### config.mk
export PLATFORM = sky130hd
export DESIGN_NAME = crcbe_engine
export DESIGN_NICKNAME = d
export VERILOG_FILES = /design/src/design/crcbe_pkg.sv /design/src/design/crcbe_step.sv /design/src/design/crcbe_engine.sv
export SDC_FILE = /design/constraint.sdc
export NUM_CORES = 1
export LEC_CHECK = 0
export BUFFER_PORTS_ARGS = -buffer_cell sky130_fd_sc_hd__buf_2
export CAP_MARGIN = 20
export CORE_ASPECT_RATIO = 1.25
export CORE_UTILIZATION = 59
export CTS_CLUSTER_DIAMETER = 120
export CTS_CLUSTER_SIZE = 28
export DETAILED_ROUTE_END_ITERATION = 8
export PLACE_DENSITY = 0.88
export SYNTH_ARGS = -nofsm -noshare
export SYNTH_HDL_FRONTEND = slang
export SYNTH_HIERARCHICAL = 1
export SYNTH_SLANG_ARGS = --single-unit
export TNS_END_PERCENT = 100
### constraint.sdc
create_clock -name mclk -period 4.9 [get_ports mclk]
set_clock_uncertainty 0.15 [all_clocks]
set_input_delay 0.49 -clock mclk [delete_from_list [all_inputs] [get_ports mclk]]
set_output_delay 0.49 -clock mclk [all_outputs]
set_load 0.01 [all_outputs]
### src/design/crcbe_pkg.sv
package crcbe_pkg;

  // ==========================================================
  // crc parameters
  localparam logic [15:0] CRCBE_POLY = 16'h1021;
  localparam logic [15:0] CRCBE_SEED_ZERO = 16'h0000;
  localparam logic [15:0] CRCBE_SEED_ONES = 16'hffff;
  localparam logic [15:0] CRCBE_RST_RESULT = 16'h0000;
  localparam int CRCBE_BLOCK_BYTES = 256;
  localparam int CRCBE_ADDR_W = 16;
  localparam int CRCBE_BLKCNT_W = 8;
  localparam logic [7:0] CRCBE_LAST_IN_BLOCK = 8'hff;
  // flash read latency in cycles, address to data
  localparam int CRCBE_FLASH_LAT = 1;
  // one 256-byte block plus pipeline must fit in this many cycles
  localparam int CRCBE_BLOCK_CYCLES_MAX = 270;

  // ==========================================================
  // walk states
  typedef enum logic [2:0] {
    CRCBE_IDLE = 3'b001,
    CRCBE_WALK = 3'b010,
    CRCBE_DRAIN = 3'b100
  } crcbe_state_e;

  typedef struct packed {
    logic valid;
    logic [7:0] data;
  } crcbe_byte_s;

  typedef struct packed {
    crcbe_state_e state;
    logic [15:0] result;
    logic [CRCBE_ADDR_W-1:0] addr;
    logic [CRCBE_BLKCNT_W-1:0] blocks_left;
    logic rd_pend;
    logic last_pend;
    logic done;
    logic reverse;
  } crcbe_state_s;

endpackage : crcbe_pkg

### src/design/crcbe_step.sv
`timescale 1ns/1ps
module crcbe_step
  import crcbe_pkg::*;
(
  input wire logic [15:0] crc_in,
  input wire logic [7:0] data_in,
  input wire logic reverse,
  output logic [15:0] crc_out
);

  // ==========================================================
  // one byte through the ccitt polynomial, msb first, or lsb first when reverse is set
  logic [7:0] din;
  logic [15:0] c;

  always_comb begin
    din = data_in;
    c = crc_in;
    if (reverse) begin
      for (int i = 0; i < 8; i++) begin
        din[i] = data_in[7-i];
      end
    end
    for (int i = 7; i >= 0; i--) begin
      if (c[15] ^ din[i]) begin
        c = {c[14:0], 1'b0} ^ CRCBE_POLY;
      end else begin
        c = {c[14:0], 1'b0};
      end
    end
    crc_out = c;
  end

endmodule : crcbe_step

### src/design/crcbe_engine.sv
`timescale 1ns/1ps
// Notes on behaviour
// - checksum uses the ccitt sixteen-bit polynomial 0x1021 on every byte
// - bytes enter one at a time; optional reversal of bit order per byte
// - updated sixteen-bit checksum held in result register after each byte
// - accumulator preset to all zeros or all ones before a calculation
// - hardware walks flash over one or more 256-byte blocks by itself
module crcbe_engine
  import crcbe_pkg::*;
(
  input wire logic mclk,
  input wire logic sys_rst,
  input wire logic clk_en,
  input wire logic seed_load,
  input wire logic seed_ones,
  input wire logic reverse_en,
  input wire crcbe_byte_s sw_byte,
  output logic sw_ready,
  input wire logic walk_start,
  input wire logic [CRCBE_ADDR_W-1:0] walk_base,
  input wire logic [CRCBE_BLKCNT_W-1:0] walk_blocks,
  output logic flash_rd,
  output logic [CRCBE_ADDR_W-1:0] flash_addr,
  input wire logic [7:0] flash_data,
  output logic walk_busy,
  output logic walk_done,
  output logic [15:0] checksum_unit
);

  // ==========================================================
  // state
  crcbe_state_s st_r;
  crcbe_state_s st_nxt;
  logic [15:0] step_out;
  logic [7:0] feed;
  logic feed_en;

  // ==========================================================
  // decode
  function automatic logic is_idle(input crcbe_state_e s);
    return (s == CRCBE_IDLE);
  endfunction : is_idle

  // software bytes accepted only while no walk is in progress
  assign sw_ready = is_idle(st_r.state);
  assign walk_busy = !is_idle(st_r.state);
  assign walk_done = st_r.done;
  assign checksum_unit = st_r.result;
  assign flash_rd = (st_r.state == CRCBE_WALK);
  assign flash_addr = st_r.addr;

  always_comb begin
    feed_en = 1'b0;
    feed = sw_byte.data;
    if (st_r.rd_pend) begin
      feed_en = 1'b1;
      feed = flash_data;
    end else if (sw_ready && sw_byte.valid && !seed_load) begin
      feed_en = 1'b1;
    end
  end

  crcbe_step u_step (
    .crc_in(st_r.result),
    .data_in(feed),
    .reverse(st_r.reverse),
    .crc_out(step_out)
  );

  // ==========================================================
  // next state
  always_comb begin
    st_nxt = st_r;
    st_nxt.done = 1'b0;
    st_nxt.rd_pend = 1'b0;
    st_nxt.last_pend = 1'b0;
    if (is_idle(st_r.state)) begin
      st_nxt.reverse = reverse_en;
    end
    if (feed_en) begin
      st_nxt.result = step_out;
    end
    case (st_r.state)
      CRCBE_IDLE: begin
        if (seed_load) begin
          st_nxt.result = seed_ones ? CRCBE_SEED_ONES : CRCBE_SEED_ZERO;
        end else if (walk_start && walk_blocks != '0) begin
          st_nxt.state = CRCBE_WALK;
          st_nxt.addr = walk_base;
          st_nxt.blocks_left = walk_blocks;
        end
      end
      CRCBE_WALK: begin
        st_nxt.rd_pend = 1'b1;
        st_nxt.addr = st_r.addr + 16'h0001;
        if (st_r.addr[7:0] == (walk_base[7:0] + CRCBE_LAST_IN_BLOCK)) begin
          st_nxt.blocks_left = st_r.blocks_left - 8'h01;
          if (st_r.blocks_left == 8'h01) begin
            st_nxt.state = CRCBE_DRAIN;
            // marks the final flash byte still in flight
            st_nxt.last_pend = 1'b1;
          end
        end
      end
      CRCBE_DRAIN: begin
        if (!st_r.rd_pend) begin
          st_nxt.state = CRCBE_IDLE;
          st_nxt.done = 1'b1;
        end
      end
      default: begin
        st_nxt.state = CRCBE_IDLE;
      end
    endcase
  end

  always_ff @(posedge mclk) begin
    if (sys_rst) begin
      st_r.state <= CRCBE_IDLE;
      st_r.result <= CRCBE_RST_RESULT;
      st_r.addr <= '0;
      st_r.blocks_left <= '0;
      st_r.rd_pend <= 1'b0;
      st_r.last_pend <= 1'b0;
      st_r.done <= 1'b0;
      st_r.reverse <= 1'b0;
    end else if (clk_en) begin
      st_r <= st_nxt;
    end
  end

  // ==========================================================
  // checks
  // walk_cyc spans the whole walk, blk_cyc restarts at each block end
  int unsigned walk_cyc;
  int unsigned blk_cyc;
  always_ff @(posedge mclk) begin
    if (sys_rst || !walk_busy) begin
      walk_cyc <= 0;
      blk_cyc <= 0;
    end else if (clk_en) begin
      walk_cyc <= walk_cyc + 1;
      if (st_nxt.blocks_left != st_r.blocks_left) begin
        blk_cyc <= 0;
      end else begin
        blk_cyc <= blk_cyc + 1;
      end
    end
  end
endmodule : crcbe_engine

==> metrics.md <==
| Metric | Value |
|---|---|
| Run status | complete, no violations |
| Worst hold slack | 0.288 ns |
| Worst EP required | ~5 ns |
| Slowest CP cell | sky130_fd_sc_hd__dfxtp_1 |
| Final worst-path cycle share | 0.569 |
| Power density cells | around 260 nW/um^2 |
| Sinks on Clock Net | 46 |
| Cell at the root of the clock tree | sky130_fd_sc_hd__clkbuf_8 |
| Post-detailed-routing wire length | 8720 microns |
| Boundary pin count | 84 |
| Via density per instance | just over 6 |
| Area grow syn2layout | 5.45% |
| Area share of the largest cell type after synthesis | 0.249 |
| Maximum number of pins on one net before global-route repair | between 50 and 60 |
| Latest clock arrival within the worst-skew pair | a little over 0.3 ns |
| PnR Total Power | roughly 1 mW |
| Reported leakage power | approximately 1.6 nW |
| Sequential element share of the synthesized area | 0.249 |
| Global-route layer with the greatest usage | met2 |
| Met1 Use GR | 0.321 |
| DRC Markers | 0 |
| Post-detailed-route wirelength per cell | between 15 and 20 microns |
| Post-synth EDFFs | 0 |
| Total number of vias | around 3400 |
| Fraction of final layout cells sized beyond drive strength 1 | 0.263 |
| Cell taking the most area after synthesis | sky130_fd_sc_hd__dfxtp_1 |
| CTS tree | built |
| Final-report hold violation count | 0 |
| Placement row count | 31 |
| Global placement routability congestion | about 0.91 |
| Cell family contributing the most delay on the critical path | XOR/XNOR gates |
| Worst-path cell chain | mux2_2, mux2i_1, xor2_1, xnor3_1, o21ai_0, a211oi_1 |
| Ys flop type | sky130_fd_sc_hd__dfxtp_1 |
| Met2 demand-to-capacity share in global routing | 0.489 |
| Final global-route overflow total | 0 |
| HPWL Detailed | roughly 6200 microns |
| Crit end category | register |
| Fin area | between 3000 and 4000 sq um |
| Final setup violation count | 0 |
| Overall global routing resource usage | 0.276 |
| Count of TritonRoute iterations in the first routing pass | 4 |
| Total count of max-transition violations in the final report | 0 |
| Inserted Diodes | 0 |
| Async set-or-reset flop fraction in the synthesized netlist | 0 |
| First-pass GRT wire length | approximately 14000 microns |
| Number of nets in the layout | 530 |
| Worst path buffer plus inverter count | 0 |
| Bufs on Longest Clock Path | 2 |
| Setup Total Neg Slack | 0 ns |
| Synth area leaders | sky130_fd_sc_hd__dfxtp_1, sky130_fd_sc_hd__buf_4, sky130_fd_sc_hd__nor2_1, sky130_fd_sc_hd__a21oi_1, sky130_fd_sc_hd__o21ai_0 |
| Clock slew seen by the registers of the worst setup and hold paths | ~0.09 ns |
| H-tree depth | 2 |
| Max Clock Freq | 0.359 GHz |
| Hold WC Path Type | in -> reg |
| Yosys warning count | 6 |
| Quantity of gates resized following cts | 0 |
| Cell depth of the worst setup path | 6 |
| Die Span X | slightly above 70 microns |
| Count of cells along the worst register-to-register path | 6 |
| Worst Path Arrival | between 2 and 3 ns |
| Actual slew at the worst max-slew pin | between 0.9 and 1 ns |
| DIE AREA | 6590 sq um |
| Fillers | 526 |
| Unrepaired setup endpoints after global routing | false |
| Vias in the first global route | 3150 |
| Worst setup path class | reg -> reg |
| Clock period minus final worst setup slack | about 2.8 ns |
| CTS Buf Count | 5 |
| Post-synthesis net count | 500 |
| Count of cells along the worst hold path | 3 |
| Initial core utilization | 0.623 |
| Most frequently used cell type in the post-synthesis netlist | sky130_fd_sc_hd__nor2_1 |
| Number of buffer cells added on primary ports | 83 |
| Post-synthesis sequential element count | 46 |
| Number of cells produced by synthesis | approximately 450 |
| Count of hold-fix buffers inserted at cts | 0 |
| Chip height | between 90 and 100 microns |
| Area after DPL | approximately 3800 sq um |
| Avg Synthesized Cell Area | about 8.3 sq um |
| Met3 layer usage reported by global route | 0.0569 |
| # Post-CTS Setup Buffers | 0 |
| Maximum ir drop on the vdd rail | 0.000171 V |
| Unique masters post-synth | 71 |
| First DRT Iteration DRCs | between 200 and 300 |
| Max-capacitance violation count | 0 |
| Maximum fanout along the worst path | 13 |
| Number of antenna violations at the first check in global routing | 0 |
| Startpoint Class | register |
| Netlist area before placement | roughly 3700 sq um |
| Routed Antenna Nets | 0 |
| Most common library cells after synthesis | sky130_fd_sc_hd__nor2_1, sky130_fd_sc_hd__dfxtp_1, sky130_fd_sc_hd__a21oi_1, sky130_fd_sc_hd__o21ai_0, sky130_fd_sc_hd__buf_4 |
| Max-Slew Margin vs Limit | 0.358 |
| Critical path's largest stage delay | about 0.71 ns |
| Core box area | ~5900 sq um |
## cell type report
type	count	area [sq um]	area share
Timing Repair Buffer	86	438	0.112
Clock inverter	2	37.5	0.00963
Multi-Input combinational cell	329	2290	0.587
Clock buffer	6	72.6	0.0186
Tap cell	82	103	0.0263
Inverter	10	37.5	0.00963
Sequential cell	46	921	0.236
## state kept, by name (all words and copies together) (netlist names)
name,count
flash_addr,16
checksum_unit,16
st_r,13
walk_done,1
## worst min-delay path, stage by stage
cell	delay, ns
sky130_fd_sc_hd__buf_2	0.09
sky130_fd_sc_hd__nand2_1	0.05
sky130_fd_sc_hd__a211oi_1	0.06
## routing by layer
| metal | vias to the layer above | routed length, microns | share of wire |
|---|---|---|---|
| met5 | - | 0 | 0 |
| met1 | 1597 | 3500 | 0.40 |
| met3 | 15 | 481 | 0.055 |
| met2 | 137 | 4590 | 0.53 |
| met4 | 0 | 144 | 0.017 |
| li1 | 1634 | - | - |
## cell families after synthesis
family / Yosys count / share of synthesized area
muxes: 17 / 0.0531
adders and majority gates: 4 / 0.0135
xor gates and xnor gates: 37 / 0.127
buffers and inverters: 73 / 0.132
DFF: 46 / 0.249
AOI/OAI and AO/OA: 125 / 0.218
and+or+nand+nor: 146 / 0.207
## placed cells by master, fill, tap and decap left out, types with 3 or more instances in the layout
| cell | n |
|---|---|
| sky130_fd_sc_hd__nor3b_1 | 3 |
| sky130_fd_sc_hd__a22oi_1 | 3 |
| sky130_fd_sc_hd__buf_2 | 83 |
| sky130_fd_sc_hd__xor2_1 | 11 |
| sky130_fd_sc_hd__o22ai_1 | 5 |
| sky130_fd_sc_hd__a211oi_1 | 21 |
| sky130_fd_sc_hd__inv_1 | 9 |
| sky130_fd_sc_hd__mux2i_1 | 7 |
| sky130_fd_sc_hd__a21o_1 | 4 |
| sky130_fd_sc_hd__mux2_2 | 8 |
| sky130_fd_sc_hd__nor2_1 | 48 |
| sky130_fd_sc_hd__clkbuf_8 | 5 |
| sky130_fd_sc_hd__o21ai_0 | 33 |
| sky130_fd_sc_hd__nand2_1 | 27 |
| sky130_fd_sc_hd__ha_1 | 4 |
| sky130_fd_sc_hd__xnor2_1 | 15 |
| sky130_fd_sc_hd__dfxtp_1 | 46 |
| sky130_fd_sc_hd__buf_4 | 3 |
| sky130_fd_sc_hd__nor4_1 | 10 |
| sky130_fd_sc_hd__a21oi_1 | 33 |
| sky130_fd_sc_hd__nand3_1 | 13 |
| sky130_fd_sc_hd__o31ai_1 | 3 |
| sky130_fd_sc_hd__nor3_1 | 10 |
| sky130_fd_sc_hd__o32ai_1 | 5 |
| sky130_fd_sc_hd__nand2b_1 | 6 |
| sky130_fd_sc_hd__nand3b_1 | 5 |
| sky130_fd_sc_hd__xnor3_1 | 3 |
## per-stage QoR
step | util | setup WS, ns | cells
4_1_cts | 0.657 | 2.15 | 561
3_3_place_gp | 0.638 | 2.08 | 553
5_1_grt | 0.657 | 1.86 | 561
2_1_floorplan | - | 2.25 | 448
6_report | 0.657 | 2.11 | 561
3_5_place_dp | 0.638 | 1.97 | 553
## path summary, 6_finish.rpt
check	from	to	slack, ns
worst max-delay path	st_r[3]	checksum_unit[12]	2.11
worst max register to register	st_r[3]	checksum_unit[12]	2.11
worst min register to register	walk_done	walk_done	0.35
worst min-delay path	walk_base[9]	flash_addr[9]	0.29
## report_power, final
part	internal, mW	switching [mW]
combinational	0.158	0.147
clock	0.152	0.133
sequential	0.398	0.0310
total	0.708	0.311
Power figures use the tool's default switching activity.
